==> config.mk <==
export PLATFORM = sky130hd
export DESIGN_NAME = gtw_slave
export DESIGN_NICKNAME = d
export VERILOG_FILES = /design/src/gtw_pair_buf.v /design/src/gtw_slave.v
export VERILOG_INCLUDE_DIRS = /design/src /design/src/src
export SDC_FILE = /design/constraint.sdc
export NUM_CORES = 1
export LEC_CHECK = 0
export ABC_AREA = 1
export BUFFER_PORTS_ARGS = -buffer_cell sky130_fd_sc_hd__buf_2
export CAP_MARGIN = 10
export CORE_ASPECT_RATIO = 1.2
export CORE_MARGIN = 2
export CORE_UTILIZATION = 60
export DETAILED_ROUTE_END_ITERATION = 10
export GPL_TIMING_DRIVEN = 0
export HOLD_SLACK_MARGIN = 0.08
export PLACE_DENSITY = 0.92
export SLEW_MARGIN = 10
export SYNTH_ARGS = -nofsm -noshare
export SYNTH_HDL_FRONTEND = slang
export SYNTH_HIERARCHICAL = 1
export SYNTH_SLANG_ARGS = --single-unit
==> constraint.sdc <==
create_clock -name core_clk_i -period 3.35 [get_ports core_clk_i]
set_input_delay 0.5025 -clock core_clk_i [delete_from_list [all_inputs] [get_ports core_clk_i]]
set_output_delay 0.5025 -clock core_clk_i [all_outputs]
set_load 0.005 [all_outputs]
==> src/gtw_defines.vh <==
/*
 * Constants for the two-wire slave port of the gauge: bus address,
 * address limits, state codes and the rate figures the sampler relies on.
 * Assumes it is included by bare name from the design files.
 */
`ifndef GTW_DEFINES_VH
`define GTW_DEFINES_VH

// Fixed 7-bit bus address; 6Ch/6Dh once the direction bit is appended
`define GTW_BUS_DEVICE_ADDRESS 7'h36
// Last byte address that a write may still reach
`define GTW_WR_LAST_ADDR 9'h04F
// Byte returned once a read runs past the top of the map
`define GTW_RD_FILL_BYTE 8'hFF
// Bits in a byte on the wire
`define GTW_BYTE_BITS 4'h8

// Rates: fastest serial clock, core clock, and the resulting core cycles
// in the shortest serial half period (must stay well above 3 sync stages)
`define GTW_SCL_MAX_KHZ 400
`define GTW_CORE_KHZ 125000
`define GTW_HALF_PERIOD_CYC (`GTW_CORE_KHZ / (2 * `GTW_SCL_MAX_KHZ))

// One-hot states
`define GTW_ST_IDLE 5'h01
`define GTW_ST_RX 5'h02
`define GTW_ST_ACK 5'h04
`define GTW_ST_TX 5'h08
`define GTW_ST_MACK 5'h10

// What the byte being received means
`define GTW_KIND_ADDR 2'h0
`define GTW_KIND_PTR 2'h1
`define GTW_KIND_DATA 2'h2

`endif

==> src/gtw_pair_buf.v <==
/*
 * Small FIFO of flip-flops with valid/ready on both sides.
 * Assumes one clock, synchronous active-high reset; DEPTH a power of two.
 */
`timescale 1ns/1ns
module gtw_pair_buf #(
    parameter WIDTH = 24,
    parameter AW = 1
) (
    input wire core_clk_i,              // Core clock
    input wire srst_i,                  // Synchronous reset, active high
    input wire in_valid_i,              // Word offered
    output wire in_ready_o,             // Room for a word
    input wire [WIDTH-1:0] in_data_i,   // Word in
    output wire out_valid_o,            // Word available
    input wire out_ready_i,             // Sink takes word
    output wire [WIDTH-1:0] out_data_o  // Word out
);
    localparam DEPTH = 1 << AW;

    reg [WIDTH-1:0] mem_q [0:DEPTH-1];
    reg [AW-1:0] wr_idx_q;
    reg [AW-1:0] rd_idx_q;
    reg [AW:0] count_q;
    wire push;
    wire pop;
    integer i;

    // Count never exceeds DEPTH, so its top bit alone marks a full buffer
    assign in_ready_o = !count_q[AW];
    assign out_valid_o = (count_q != {(AW+1){1'b0}});
    assign out_data_o = mem_q[rd_idx_q];
    assign push = in_valid_i && in_ready_o;
    assign pop = out_valid_o && out_ready_i;

    always @(posedge core_clk_i) begin
        if (srst_i) begin
            wr_idx_q <= {AW{1'b0}};
            rd_idx_q <= {AW{1'b0}};
            count_q <= {(AW+1){1'b0}};
            for (i = 0; i < DEPTH; i = i + 1) begin
                mem_q[i] <= {WIDTH{1'b0}};
            end
        end else begin
            if (push) begin
                mem_q[wr_idx_q] <= in_data_i;
                wr_idx_q <= wr_idx_q + 1'b1;
            end
            if (pop) begin
                rd_idx_q <= rd_idx_q + 1'b1;
            end
            if (push && !pop) begin
                count_q <= count_q + 1'b1;
            end else if (pop && !push) begin
                count_q <= count_q - 1'b1;
            end
        end
    end
endmodule

==> src/gtw_slave.v <==
/*
 * Slave-only two-wire port: recognises the fixed address, keeps the byte
 * pointer, assembles 16-bit register writes and serves read bytes.
 * Assumes the register bank answers rd_data_i combinationally for
 * rd_addr_o, and reg_writable_i for the register holding rd_addr_o.
 * SCL and SDA come from pins and are synchronised here.
 */
// Notes on behaviour
// - Slave only; answers address 0110110, i.e. 6Ch write and 6Dh read.
// - Any serial clock up to 400kHz works without configuration.
// - SDA is open drain when sending and an input when receiving.
// - One bit per SCL cycle; SDA stays stable while SCL is high.
// - An SDA change while SCL is high is START or STOP, never data.
// - Repeated START ends one transaction and opens the next.
// - Acknowledge holds SDA low over the ninth pulse; released means no-ack.
// - Bytes are eight bits, MSB first, acknowledge right after the LSB.
// - Register MSB lives at the even byte address, LSB at the odd.
// - Idle port waits for START plus own address, then acknowledges.
// - Direction bit 0 is a write, 1 is a read.
// - Every byte is acknowledged before the next one moves.
// - First written byte sets the pointer; pointer steps after each byte.
// - Write bytes past address 4Fh are discarded.
// - A register changes only when both its bytes arrive in one write.
// - Bytes written to read-only addresses are discarded.
// - Cut-short or unacknowledged bytes are never stored.
// - Read: pointer write, Repeated START, address with bit 1, device drives.
// - Master no-ack ends a read; device releases SDA and stops sending.
// - Reads past FFh return FFh.
`timescale 1ns/1ns
`include "gtw_defines.vh"
module gtw_slave #(
    parameter BUF_AW = 1
) (
    input wire core_clk_i,         // Core clock, 125 MHz
    input wire srst_i,             // Synchronous reset, active high
    input wire scl_i,              // Serial clock pin
    input wire sda_i,              // Serial data pin level
    output wire sda_o,             // Serial data drive value, always 0
    output reg sda_oe_o,           // High while pulling SDA low
    output wire [7:0] rd_addr_o,   // Byte address for read data
    input wire [7:0] rd_data_i,    // Byte at rd_addr_o
    input wire reg_writable_i,     // Register at rd_addr_o is writable
    output wire wr_valid_o,        // Register write offered
    input wire wr_ready_i,         // Bank takes the write
    output wire [7:0] wr_addr_o,   // Even byte address of the register
    output wire [15:0] wr_data_o,  // Register value, MSB byte high
    output wire busy_o             // Inside a transaction, from START on
);
    reg scl_m_q;
    reg scl_s_q;
    reg scl_d_q;
    reg sda_m_q;
    reg sda_s_q;
    reg sda_d_q;

    // No speed setting
    // Edges are found by sampling, so any SCL rate works while each phase spans several cycles
    always @(posedge core_clk_i) begin
        if (srst_i) begin
            scl_m_q <= 1'b1;
            scl_s_q <= 1'b1;
            scl_d_q <= 1'b1;
            sda_m_q <= 1'b1;
            sda_s_q <= 1'b1;
            sda_d_q <= 1'b1;
        end else begin
            scl_m_q <= scl_i;
            scl_s_q <= scl_m_q;
            scl_d_q <= scl_s_q;
            sda_m_q <= sda_i;
            sda_s_q <= sda_m_q;
            sda_d_q <= sda_s_q;
        end
    end

    wire scl_rise = scl_s_q && !scl_d_q;
    wire scl_fall = !scl_s_q && scl_d_q;
    wire start_det = scl_s_q && scl_d_q && sda_d_q && !sda_s_q;
    wire stop_det = scl_s_q && scl_d_q && !sda_d_q && sda_s_q;

    reg [4:0] state_q;
    reg [1:0] kind_q;
    reg [3:0] bit_cnt_q;
    reg [7:0] shift_q;
    reg rw_q;
    reg ack_q;
    reg commit_q;
    reg mack_q;
    reg [8:0] ptr_q;
    reg [7:0] msb_q;
    reg msb_pend_q;
    reg [7:0] wr_addr_q;
    reg [7:0] wr_lsb_q;

    wire buf_in_ready;
    wire buf_push = commit_q && scl_fall && (state_q == `GTW_ST_ACK);
    wire [7:0] tx_byte = ptr_q[8] ? `GTW_RD_FILL_BYTE : rd_data_i;
    wire [7:0] rx_byte = {shift_q[6:0], sda_s_q};
    wire ptr_in_map = (ptr_q <= `GTW_WR_LAST_ADDR);
    wire [8:0] ptr_next = ptr_q[8] ? ptr_q : ptr_q + 9'h001;

    assign sda_o = 1'b0;
    assign rd_addr_o = ptr_q[7:0];
    assign busy_o = (state_q != `GTW_ST_IDLE);

    gtw_pair_buf #(
        .WIDTH(24),
        .AW(BUF_AW)
    ) u_buf (
        .core_clk_i(core_clk_i),
        .srst_i(srst_i),
        .in_valid_i(buf_push),
        .in_ready_o(buf_in_ready),
        .in_data_i({wr_addr_q, msb_q, wr_lsb_q}),
        .out_valid_o(wr_valid_o),
        .out_ready_i(wr_ready_i),
        .out_data_o({wr_addr_o, wr_data_o})
    );

    always @(posedge core_clk_i) begin
        if (srst_i) begin
            state_q <= `GTW_ST_IDLE;
            kind_q <= `GTW_KIND_ADDR;
            bit_cnt_q <= 4'h0;
            shift_q <= 8'h00;
            rw_q <= 1'b0;
            ack_q <= 1'b0;
            commit_q <= 1'b0;
            mack_q <= 1'b0;
            ptr_q <= 9'h000;
            msb_q <= 8'h00;
            msb_pend_q <= 1'b0;
            wr_addr_q <= 8'h00;
            wr_lsb_q <= 8'h00;
            sda_oe_o <= 1'b0;
        end else if (start_det) begin
            state_q <= `GTW_ST_RX;
            kind_q <= `GTW_KIND_ADDR;
            bit_cnt_q <= 4'h0;
            msb_pend_q <= 1'b0;
            commit_q <= 1'b0;
            sda_oe_o <= 1'b0;
        end else if (stop_det) begin
            state_q <= `GTW_ST_IDLE;
            msb_pend_q <= 1'b0;
            commit_q <= 1'b0;
            sda_oe_o <= 1'b0;
        end else begin
            case (state_q)
                `GTW_ST_IDLE: begin
                    sda_oe_o <= 1'b0;
                end
                `GTW_ST_RX: begin
                    if (scl_rise && bit_cnt_q != `GTW_BYTE_BITS) begin
                        shift_q <= rx_byte;
                        bit_cnt_q <= bit_cnt_q + 4'h1;
                        if (bit_cnt_q == `GTW_BYTE_BITS - 4'h1) begin
                            commit_q <= 1'b0;
                            case (kind_q)
                                `GTW_KIND_ADDR: begin
                                    ack_q <= (rx_byte[7:1] == `GTW_BUS_DEVICE_ADDRESS);
                                    rw_q <= rx_byte[0];
                                end
                                `GTW_KIND_PTR: begin
                                    ack_q <= 1'b1;
                                    ptr_q <= {1'b0, rx_byte};
                                end
                                default: begin
                                    ptr_q <= ptr_next;
                                    ack_q <= 1'b1;
                                    if (!ptr_q[0]) begin
                                        msb_q <= rx_byte;
                                        msb_pend_q <= ptr_in_map;
                                    end else begin
                                        msb_pend_q <= 1'b0;
                                        wr_lsb_q <= rx_byte;
                                        wr_addr_q <= {ptr_q[7:1], 1'b0};
                                        if (msb_pend_q && ptr_in_map && reg_writable_i) begin
                                            // Full buffer: refuse rather than lose
                                            ack_q <= buf_in_ready;
                                            commit_q <= buf_in_ready;
                                        end
                                    end
                                end
                            endcase
                        end
                    end else if (scl_fall && bit_cnt_q == `GTW_BYTE_BITS) begin
                        state_q <= `GTW_ST_ACK;
                        sda_oe_o <= ack_q;
                    end
                end
                `GTW_ST_ACK: begin
                    if (scl_fall) begin
                        bit_cnt_q <= 4'h0;
                        commit_q <= 1'b0;
                        if (!ack_q) begin
                            state_q <= `GTW_ST_IDLE;
                            sda_oe_o <= 1'b0;
                        end else if (kind_q == `GTW_KIND_ADDR && rw_q) begin
                            state_q <= `GTW_ST_TX;
                            shift_q <= {tx_byte[6:0], 1'b0};
                            sda_oe_o <= !tx_byte[7];
                            ptr_q <= ptr_next;
                        end else begin
                            state_q <= `GTW_ST_RX;
                            kind_q <= (kind_q == `GTW_KIND_ADDR) ? `GTW_KIND_PTR
                                                                 : `GTW_KIND_DATA;
                            sda_oe_o <= 1'b0;
                        end
                    end
                end
                `GTW_ST_TX: begin
                    if (scl_fall) begin
                        bit_cnt_q <= bit_cnt_q + 4'h1;
                        if (bit_cnt_q == `GTW_BYTE_BITS - 4'h1) begin
                            state_q <= `GTW_ST_MACK;
                            sda_oe_o <= 1'b0;
                        end else begin
                            sda_oe_o <= !shift_q[7];
                            shift_q <= {shift_q[6:0], 1'b0};
                        end
                    end
                end
                `GTW_ST_MACK: begin
                    if (scl_rise) begin
                        mack_q <= !sda_s_q;
                    end else if (scl_fall) begin
                        bit_cnt_q <= 4'h0;
                        if (mack_q) begin
                            state_q <= `GTW_ST_TX;
                            shift_q <= {tx_byte[6:0], 1'b0};
                            sda_oe_o <= !tx_byte[7];
                            ptr_q <= ptr_next;
                        end else begin
                            state_q <= `GTW_ST_IDLE;
                            sda_oe_o <= 1'b0;
                        end
                    end
                end
                default: begin
                    state_q <= `GTW_ST_IDLE;
                    sda_oe_o <= 1'b0;
                end
            endcase
        end
    end
endmodule

==> results by stage, run 1 <==
Floorplan:
- The die span in y is 111 um.
- The die footprint is 0.0104 mm^2.
- The starting density of the core is 61.2%.
- The number of top-level pins is 50.
- The die is 93.5 um wide.
- In this run the standard cell core region covers 0.00942 mm^2.
- The row count is 39.

Worst setup path:
- The maximum fanout encountered on the critical timing path is 24.
- Data on the critical path arrives at its endpoint at 2790 ps.
- The startpoint type of the worst setup path is a flip-flop.
- The critical path in this run is classified as reg2reg.
- The cell family contributing the most delay on the critical path is simple AND/OR/NAND/NOR gates.
- Together, buffers and inverters on the worst path number 3.
- The slowest cell on the critical path is nand2_1.
- The launch point of the worst reg-to-reg path is scl_d_q.
- Walking the worst path, the cells encountered are inv_1 > nor2_1 > nand2_1 > nor2_1 > nand2_4 > inv_4 > nand3_4 > buf_6 > nand2_1.
- The kind of end point of the critical path is a flip-flop.
- The beginning of the critical path is scl_d_q.
- The critical path required time is 3380 ps.
- The largest single stage delay on the critical path is 750 ps.

Place:
- The last weighted congestion value of the routability-driven placer is 0.904.
- The number of port buffers is 48.
- Prior to clock tree synthesis, the placed netlist has a worst setup slack of 664 ps.
- Detailed placement finished with a half-perimeter wire length of 9.11 mm.

Drt:
- The wire length per cell is 15.5 um.
- Using the TritonRoute via totals, the vias-per-cell ratio works out to 5.47.
- For this block, the initial DRC count from the detailed router was 354.
- For this block, the via count after detailed routing is 4861.
- The first detailed-routing pass ran for 10 iterations.
- The routed wire length is 13.8 mm.
- The post-detailed-route DRC marker count is 0.
- In this run the remaining antenna-violating nets after routing total 0.

STA:
- Setup repair after global routing left no endpoint under its margin.
- Based on the critical path, the design can be clocked at up to 363 MHz.
- The final setup violation count is 0.
- The final number of max-transition violations is 0.
- For the final database, setup skew stands at 8.63 ps.
- The relative max-transition margin is 30.5%.
- At the pin with the least slew margin, the transition time is 1040 ps.
- Once routing completed, OpenROAD measured the worst setup slack at 593 ps.
- The worst path needs 2760 ps of the cycle, external delays included.
- The final hold violation count came to 0.
- Adding up every negative setup slack in the final design gives 0 ps.
- The post-route clock period utilization is 82.3%.

Clocking:
- The total clock sinks is 116.
- TritonCTS built the clock tree.
- The number of setup buffers added after CTS is 0.
- In this run the number of H-tree levels came out at 4.
- In this run the deepest clock path goes through 2 buffers.
- After clock tree synthesis, the clock-pin slew on the worst setup and hold paths is 50 ps.
- The number of gates resized after CTS was 0.
- The master cell of the clock root buffer is clkbuf_16.
- The insertion delay to the later sink of the worst-skew pair is 420 ps.
- The CTS buffer count is 17.
- After clock tree synthesis, the flow added hold-fix buffers numbering 0.

Yosys:
- In this run, synthesis produced a sequential element count of 116.
- The count of flip-flops with a built-in enable after synthesis is 48.
- The proportion of netlist area held by the largest area contributor is 25.0%.
- After technology mapping, the gate count stands at 684.
- The number of unique standard cell types used by synthesis is 38.
- The average instance area after synthesis is 8.43 um^2.
- The synthesized design spends more area on one cell type than any other, namely edfxtp_1.
- The async set-or-reset flop fraction in the synthesized netlist is 0%.
- The mapped netlist covers 0.00577 mm^2.
- The share of the Yosys chip area taken by registers is 48.6%.
- The number of synthesis warnings is 6.
- In the synthesized netlist the dominant register cell turns out to be dfxtp_1.
- Ranked by total cell area, the synthesized netlist is headed by edfxtp_1 25%, dfxtp_1 24%, nand2_1 7.3%, nor2_1 7.0%, inv_1 5.1%.

GRT:
- The via count of the first global-routing pass is 4918.
- The first global-routing pass estimated 22.9 mm of wire.
- Entering global routing, the biggest net connects 25 pins.
- The initial antenna violation count came to 0.
- The total overflow left after global routing is 0.
- The total global-route track usage is 28.2%.

Outcome:
- The run finished with clean final reports.

Final layout:
- The layout cell share with drive strength beyond 1 is 26.0%.
- The repair_antennas step left the layout with diodes totalling 0.
- Compared with the post-synthesis result, the final layout area differs by 17.6%.
- Counting the fill cells in the layout gives 641.
- The number of nets in the final layout is 770.

Worst hold path:
- In this run the most critical hold path is launched from sda_i.
- The class of the worst hold path is in2reg.

Run:
- Max-cap violations in this run came to 0.

Power:
- The proportion of power drawn by the clock network is 46.1%.
- The peak supply drop is 482 uV.
- The relative contribution of sequential cells to total power is 39.8%.
- Of the total power, the share spent switching nets is 26.6%.
- The switching power of the nets is 0.00109 W.
- The standby leakage power is 2.82 nW.
- The internal portion of the total power is 0.00301 W.
- The power density normalized to cell area is 605 mW/mm^2.
- Combinational logic burns 14.1% of the power.
## cell usage after synthesis (2+ instances only)
cell	number
a211oi_1	2
nor2_2	35
dfxtp_1	68
nand3_1	15
nand2_4	2
mux2_2	24
a21oi_1	36
inv_1	78
clkinv_2	2
nand2_1	112
nor2_1	107
or2_2	7
nand4_1	19
clkbuf_1	6
ha_1	4
edfxtp_1	48
inv_2	7
buf_4	9
xor2_1	6
o21ai_0	47
nand2_2	2
o21bai_1	2
nor3_1	3
nor2_4	8
o31ai_1	2
buf_6	9
buf_2	6
nand3_2	5
o21ai_1	4
## stage by stage
stage,power (W),utilization [%],instances,hold WS (ps),cell area [um^2]
2_1_floorplan,0.00206,-,685,389,5770
3_3_place_gp,0.00219,65.4,856,394,6160
3_5_place_dp,0.00222,65.4,856,413,6160
4_1_cts,0.00409,72.0,888,267,6780
5_1_grt,0.00426,72.0,888,273,6780
6_report,0.00410,72.0,888,268,6780
## registers in the layout, summed over array words and instances (netlist names), 2 cells and up, named ones only
register	cells
ptr_q	9
wr_lsb_q	8
shift_q	8
kind_q	2
u_buf/mem_q	48
bit_cnt_q	4
state_q	5
u_buf/count_q	2
wr_addr_q	7
msb_q	8
## placed cells by master, fill, tap and decap left out, types with 5 or more instances in the layout
cell       count
a21oi_1       36
buf_2         54
buf_4          9
buf_6          9
clkbuf_1       8
clkbuf_16     17
clkinv_2       6
dfxtp_1       68
edfxtp_1      48
inv_1         78
inv_2          7
mux2_2        24
nand2_1      112
nand3_1       15
nand3_2        5
nand4_1       19
nor2_1       107
nor2_2        35
nor2_4         8
o21ai_0       47
or2_2          7
xor2_1         6
## final cells by class
cell class                      count  area (um^2)  share of cell area (%)
Sequential cell                   116         2800                    41.3
Tap cell                          123          154                    2.27
Clock buffer                       19          433                    6.39
Clock inverter                     13          183                    2.69
Timing Repair Buffer               48          240                    3.54
Multi-Input combinational cell    451         2410                    35.5
Inverter                           88          335                    4.95
Buffer                             30          221                    3.27
## power by group through the flow
stage	clock [W]	sequential, W	combinational [W]
floorplan	0	0.00163	0.000423
global placement	0	0.00165	0.000541
detailed placement	0	0.00166	0.000565
CTS	0.00189	0.00163	0.000574
global route	0.00196	0.00164	0.000654
finish	0.00189	0.00163	0.000579
## worst paths after layout
path	end	slack (ps)	cells after the start
min reg2reg	scl_s_q	420	1
min	sda_m_q	270	2
max reg2reg	u_buf/mem_q[1][21]	590	9
max	u_buf/mem_q[1][21]	590	9
## per-layer routing
metal	share of wire, %	vias up	global-route usage (%)
li1	-	2345	-
met1	38	2228	30.7
met2	53	227	50.7
met3	6.1	61	6.29
met4	3.6	0	13.9
met5	0	-	0
## cell families after synthesis
family | count (synthesis) | share of synthesized area (%)
mux | 24 | 4.69
fa+ha+maj | 4 | 0.868
other cells | 1 | 0.0650
buf+inv | 118 | 9.66
compound gates | 96 | 8.77
xor+xnor | 6 | 0.911
flops | 116 | 48.6
simple gates | 319 | 26.4
No activity file was read; power rests on OpenSTA's default activity.
==> run 2, diff against run 1 <==
==> constraint.sdc (replaced) <==
create_clock -name core_clk_i -period 2.8 [get_ports core_clk_i]
set_input_delay 0.42 -clock core_clk_i [delete_from_list [all_inputs] [get_ports core_clk_i]]
set_output_delay 0.42 -clock core_clk_i [all_outputs]
set_load 0.005 [all_outputs]
==> results by stage, run 2 (synthesized netlist as in run 1, its figures left out) <==
Clocking:
- The clock transition at the registers of the reported paths was 50 ps (about the same).
- The CTS buffer count is 17 (unchanged).
- The insertion delay to the later sink of the worst-skew pair is 420 ps (about the same).
- The number of gates given a new drive strength after cts was 0 (unchanged).
- The maximum root-to-sink buffer count came to 2 (unchanged).
- The number of setup buffers added after CTS came to 0 (unchanged).
- The master cell of the clock root buffer is clkbuf_16.
- The number of buffers inserted for hold repair after clock tree synthesis is 0 (unchanged).
- The total clock sinks is 116 (unchanged).
- TritonCTS built the clock tree.
- The total number of H-tree levels is 4 (unchanged).

Final layout:
- Leaving out fill and tap cells, the most frequent cell in the layout is nand2_1.
- The count of non-filler cells in the finished layout is 888 (unchanged).
- The top cell types in the final layout, fill and taps aside, are 110 x nand2_1, 107 x nor2_1, 78 x inv_1.
- The layout cell share with drive strength beyond 1 is 26.3% (+0.26 points).
- The number of inserted diodes is 0 (unchanged).
- The area growth from synthesis to final layout is 17.7% (about the same).
- The number of flip-flops in the largest register is 48 (unchanged).
- The post-route cell area is 0.00678 mm^2 (about the same).
- In the final layout, the registers with the most flip-flops are u_buf/mem_q x48, ptr_q x9.
- The number of nets in the final layout came to 770 (unchanged).
- Counting flops per register, the top entry is u_buf/mem_q.

Place:
- The placed wire-length estimate after detailed placement was 9.11 mm (unchanged).
- The placement-stage cell area is 0.00616 mm^2 (unchanged).
- The last weighted congestion value of the routability-driven placer was 0.904 (unchanged).
- The number of port buffers was 48 (unchanged).
- The total instance count after detailed placement came to 856 (unchanged).

STA:
- The post-route clock period utilization is 87.0% (+4.7 points).
- The transition at the pin with the smallest max-transition slack was 583 ps (-456 ps).
- The final number of max-transition violations is 0 (unchanged).
- Setup repair after global routing left no endpoint under its margin.
- The worst setup skew after layout is 5.83 ps (-2.80 ps).
- The final setup violation count is 0 (unchanged).
- The relative max-transition margin was 61.0% (+30 points).
- The peak clock frequency supported by timing was 411 MHz (+13%).
- The final hold violation count is 0 (unchanged).
- The sum of negative setup slack came to 0 ps (unchanged).
- The minimum clock period is 2440 ps (-322 ps).

Worst setup path:
- The critical path is of the reg2reg type.
- The worst register-to-register path begins at scl_d_q.
- The depth of the worst register-to-register path is 9 (unchanged).
- STA classifies the critical path endpoint as a flip-flop.
- The data arrival time of the critical path is 2490 ps (-300 ps).
- The maximum fanout encountered on the critical timing path came to 24 (unchanged).
- The startpoint type of the worst setup path is a flip-flop.
- The critical path required time came to 2850 ps (-530 ps).
- Tracing the worst setup path back leads to its startpoint at scl_d_q.
- The endpoint of the worst-slack reg-to-reg timing path is u_buf/mem_q[1][0].
- The worst setup path endpoint is u_buf/mem_q[1][0].
- The worst setup slack for register-to-register paths is 360 ps (-230 ps).

Power:
- The power density normalized to cell area came to 723 mW/mm^2 (+20%).
- The peak supply drop was 578 uV (+20%).
- The standby leakage power is 2.82 nW (about the same).
- The total power is 0.00490 W (+20%).

Floorplan:
- The row count is 39 (unchanged).
- The starting density of the core is 61.2% (unchanged).
- The die footprint is 0.0104 mm^2 (unchanged).
- The die outline width came to 93.5 um (unchanged).
- The number of top-level pins is 50 (unchanged).
- The standard cell core area is 0.00942 mm^2 (unchanged).
- The die span in y came to 111 um (unchanged).

Drt:
- The count of antenna-violating nets left after detailed routing is 0 (unchanged).
- The number of vias after detailed routing is 4887 (+0.53%).
- The routed wire length is 13.8 mm (+0.24%).
- The wire length per cell is 15.6 um (+0.24%).
- The ratio of routed vias to standard cells is 5.50 (+0.53%).
- The post-detailed-route DRC marker count was 0 (unchanged).
- The number of DRC markers after the initial detailed-route iteration was 353 (-0.28%).
- The total iterations of the first detailed-routing run was 6 (-4).

GRT:
- The maximum number of pins on one net before global-route repair is 25 (unchanged).
- The global routing met1 resource utilization came to 30.7% (unchanged).
- The fraction of met2 tracks used by global routing was 50.7% (unchanged).
- The global-route layer with the greatest usage is met2.
- The total global-route track usage is 28.2% (unchanged).
- The first-pass GRT wire length came to 22.9 mm (unchanged).
- The remaining global-route overflow came to 0 (unchanged).
- The met3 track demand over resource in global routing is 6.29% (unchanged).
- The initial antenna violation count is 0 (unchanged).
- The via count of the first global-routing pass is 4918 (unchanged).

Outcome:
- The run finished with clean final reports.

Run:
- The total of max-cap violations is 0 (unchanged).

Worst hold path:
- The class of the worst hold path is in2reg.
==> run 2: power breakdown <==
part,internal [W],switching [W]
Clock,0.00149,0.000774
Sequential,0.00186,0.0000953
Combinational,0.000258,0.000434
Total,0.00360,0.00130
==> run 2: worst min path at each step <==
stage | start | to | slack, ps | cells past startpoint
after floorplan | scl_m_q | scl_s_q | 390 | 1
final | sda_i | sda_m_q | 180 | 2
after global routing | scl_i | scl_m_q | 190 | 2
after global placement | scl_m_q | scl_s_q | 390 | 1
after detailed placement | scl_m_q | scl_s_q | 410 | 1
after CTS | sda_i | sda_m_q | 180 | 2
==> run 2: worst max-delay path, stage by stage (launching register included) <==
cell,delay (ps)
dfxtp_1,350
inv_1,70
nor2_1,390
nand2_1,100
nor2_1,200
nand2_4,100
inv_4,80
nand3_4,120
buf_6,200
nand2_2,450
==> run 2: area by class of cell <==
cell class                      count  area [um^2]
Sequential cell                   116         2800
Fill cell                         638         2630
Multi-Input combinational cell    451         2410
Clock buffer                       19          433
Inverter                           88          335
Timing Repair Buffer               48          240
Buffer                             30          221
Clock inverter                     13          183
Tap cell                          123          154
==> run 2: per-stage QoR <==
stage	setup slack [ps]	hold WS, ps	util, %
6_report	365	182	72.0
5_1_grt	244	191	72.0
4_1_cts	49.7	184	72.0
3_5_place_dp	114	413	65.4
3_3_place_gp	234	394	65.4
2_1_floorplan	649	389	-
==> run 2: routing by layer <==
metal,share of wire [%],up-vias
li1,-,2347
met1,37,2260
met2,53,228
met3,6.6,52
met4,3.3,0
met5,0,-
==> run 3, diff against run 2 <==
--- a/config.mk
+++ b/config.mk
@@ -15,7 +15,7 @@
 export DETAILED_ROUTE_END_ITERATION = 10
 export GPL_TIMING_DRIVEN = 0
 export HOLD_SLACK_MARGIN = 0.08
-export PLACE_DENSITY = 0.92
+export PLACE_DENSITY = 0.86
 export SLEW_MARGIN = 10
 export SYNTH_ARGS = -nofsm -noshare
 export SYNTH_HDL_FRONTEND = slang
==> results by stage, run 3 (synthesized netlist as in run 1, its figures left out) <==
Drt:
- The number of DRC markers after the initial detailed-route iteration is 336 (-4.8%).
- The routed wire length came to 13.3 mm (-4.1%).
- The wire length per cell came to 14.9 um (-4.1%).
- The count of antenna-violating nets left after detailed routing is 0 (unchanged).
- The total iterations of the first detailed-routing run was 5 (-1).
- The post-detailed-route DRC marker count is 0 (unchanged).
- The number of vias after detailed routing is 4868 (-0.39%).
- The ratio of routed vias to standard cells is 5.48 (-0.39%).

Final layout:
- The layout cell share with drive strength beyond 1 is 26.3% (unchanged).
- The number of nets in the final layout is 770 (unchanged).
- The number of inserted diodes is 0 (unchanged).
- In the final layout, the registers with the most flip-flops are u_buf/mem_q x48, ptr_q x9.
- The number of flip-flops in the largest register is 48 (unchanged).
- The count of non-filler cells in the finished layout came to 888 (unchanged).
- The most frequent standard cell in the layout excluding fill and tap cells is nand2_1.
- In the layout the commonest cells are 110 x nand2_1, 107 x nor2_1, 78 x inv_1.
- More flip-flops sit in one register than any other, and that register is u_buf/mem_q.
- The final design utilization came to 71.4% (-0.66 points).
- The area growth from synthesis to final layout is 16.6%.

Worst setup path:
- The endpoint of the worst-slack reg-to-reg timing path is u_buf/mem_q[1][11].
- The kind of end point of the critical path is a flip-flop.
- The data arrival time of the critical path is 2430 ps (-60 ps).
- The beginning of the critical path is scl_d_q.
- The number of buffers and inverters on the critical path came to 3 (unchanged).
- The cell that appears most often on the critical path is nor2_1.
- The critical path goes through inv_1 > nor2_1 > nand2_1 > nor2_1 > nand2_4 > inv_4 > nand3_4 > buf_6 > nand2_2.
- On the critical path, the stage with the largest delay is an instance of nand2_2.
- Grouping stages by cell kind, the critical path spends the most delay in simple AND/OR/NAND/NOR gates.
- The startpoint type of the worst setup path is a flip-flop.
- The worst register-to-register path begins at scl_d_q.
- The critical path required time came to 2850 ps (about the same).
- The critical path in this run is classified as reg2reg.
- The worst setup slack for register-to-register paths is 420 ps (+60 ps).
- The maximum fanout encountered on the critical timing path is 24 (unchanged).
- The depth of the worst register-to-register path is 9 (unchanged).
- The maximum cell stage delay along the critical path is 440 ps (about the same).

STA:
- The peak clock frequency supported by timing is 421 MHz (+2.4%).
- The minimum clock period was 2380 ps (-58.1 ps).
- The final hold violation count came to 0 (unchanged).
- The relative max-transition margin is 61.3% (+0.28 points).
- The transition at the pin with the smallest max-transition slack came to 579 ps (-4.17 ps).
- The post-route clock period utilization is 84.9% (-2.1 points).
- The worst setup skew after layout came to 14.0 ps (+8.14 ps).
- The final number of max-transition violations was 0 (unchanged).
- The sum of negative setup slack was 0 ps (unchanged).
- The final setup violation count is 0 (unchanged).
- Setup repair after global routing left no endpoint under its margin.

Worst hold path:
- The hold path endpoint is scl_m_q.
- The start point of the worst hold path is scl_i.
- The class of the worst hold path is in2reg.
- The number of instances on the worst hold path is 2 (unchanged).

Clocking:
- The total clock sinks is 116 (unchanged).
- The CTS buffer count is 17 (unchanged).
- The insertion delay to the later sink of the worst-skew pair is 420 ps (about the same).
- The maximum root-to-sink buffer count is 2 (unchanged).
- The clock transition at the registers of the reported paths is 60 ps (about the same).
- The total number of H-tree levels came to 4 (unchanged).
- The master cell of the clock root buffer is clkbuf_16.
- TritonCTS built the clock tree.

GRT:
- The maximum number of pins on one net before global-route repair is 25 (unchanged).
- The initial antenna violation count is 0 (unchanged).
- The remaining global-route overflow is 0 (unchanged).
- The via count of the first global-routing pass is 4923 (+0.10%).
- The total global-route track usage is 27.2% (-1.0 points).
- The first-pass GRT wire length came to 22.2 mm (-3.4%).

Floorplan:
- The row count is 39 (unchanged).
- The starting density of the core is 61.2% (unchanged).
- The die footprint is 0.0104 mm^2 (unchanged).
- The number of top-level pins is 50 (unchanged).
- The die outline width is 93.5 um (unchanged).
- The die span in y is 111 um (unchanged).
- The standard cell core area is 0.00942 mm^2 (unchanged).

Power:
- The net switching fraction of the power came to 28.3% (+1.8 points).
- The cell-internal power is 0.00333 W (-7.4%).
- The peak supply drop is 585 uV (+1.2%).
- The combinational share of power is 14.7% (+0.6 points).
- The relative contribution of sequential cells to total power is 42.0% (+2.2 points).
- The switching power of the nets is 0.00132 W (+1.2%).
- The standby leakage power is 2.79 nW (-1.1%).
- The proportion of power drawn by the clock network was 43.3% (-2.8 points).
- The power density normalized to cell area is 692 mW/mm^2 (-4.2%).
- The total power is 0.00465 W (-5.1%).

Run:
- The total of max-cap violations is 0 (unchanged).

Place:
- The number of port buffers is 48 (unchanged).
- The last weighted congestion value of the routability-driven placer is 0.936 (+3.5%).
- The total instance count after detailed placement is 856 (unchanged).
- The placed wire-length estimate after detailed placement came to 9.03 mm (-0.92%).

Outcome:
- The flow ran to the end, and the final reports show no timing, DRC or antenna violations.
[run 3: cell count changes in the layout (fill, tap and decap cells not counted), sizes merged]
cell,previous run,this run
inv,87,92
clkinv,9,8
clkbuf,25,23
clkinvlp,1,2
bufinv,4,1
[run 3: layout make-up]
class | count | area (um^2)
buffer | 30 | 221
clock inverter | 15 | 128
inverter | 88 | 335
sequential | 116 | 2800
tap | 123 | 154
clock buffer | 17 | 425
timing repair buffer | 48 | 240
fill | 672 | 2700
multi-input combinational | 451 | 2410
[run 3: per-layer routing]
layer,vias to the layer above,GRT usage (%),part of all wire [%]
met5,-,0,0
met4,0,17.8,4.2
met3,46,5.82,6.2
met2,219,48.2,53
met1,2252,28.4,37
li1,2351,-,-
[run 3: power groups by stage]
stage | Clock (W) | Sequential, W | Combinational, W
after floorplan | 0 | 0.00195 | 0.000506
after global placement | 0 | 0.00198 | 0.000649
after detailed placement | 0 | 0.00198 | 0.000675
after CTS | 0.00202 | 0.00195 | 0.000682
after global routing | 0.00211 | 0.00197 | 0.000772
final | 0.00201 | 0.00195 | 0.000685
[run 3: how the worst max path moves through the flow]
| stage | endpoint | slack [ps] | cells past startpoint |
|---|---|---|---|
| after CTS | u_buf/mem_q[1][13] | 110 | 9 |
| after global placement | u_buf/mem_q[1][10] | 230 | 9 |
| after global routing | u_buf/mem_q[1][11] | 250 | 9 |
| after floorplan | u_buf/mem_q[1][0] | 650 | 9 |
| final | u_buf/mem_q[1][11] | 420 | 9 |
| after detailed placement | u_buf/mem_q[1][21] | 130 | 9 |
[run 3: worst register-to-register path: cells and delay by family (launching register included)]
family                 cells  cell delay, ps
buffers and inverters      3             340
flip-flops                 1             370
AND/OR/NAND/NOR            6            1280
[run 3: through the flow]
| stage | hold slack, ps | setup WS [ps] | instance area, um^2 |
|---|---|---|---|
| 6_report | 178 | 423 | 6720 |
| 5_1_grt | 173 | 246 | 6720 |
| 4_1_cts | 172 | 105 | 6720 |
| 3_5_place_dp | 403 | 132 | 6160 |
| 3_3_place_gp | 395 | 231 | 6160 |
| 2_1_floorplan | 389 | 649 | 5770 |
[run 3: timing repair]
action,CTS,global route
gates resized for setup,0,2
setup endpoints to repair,0,48
setup buffers,0,0
hold buffers,0,0
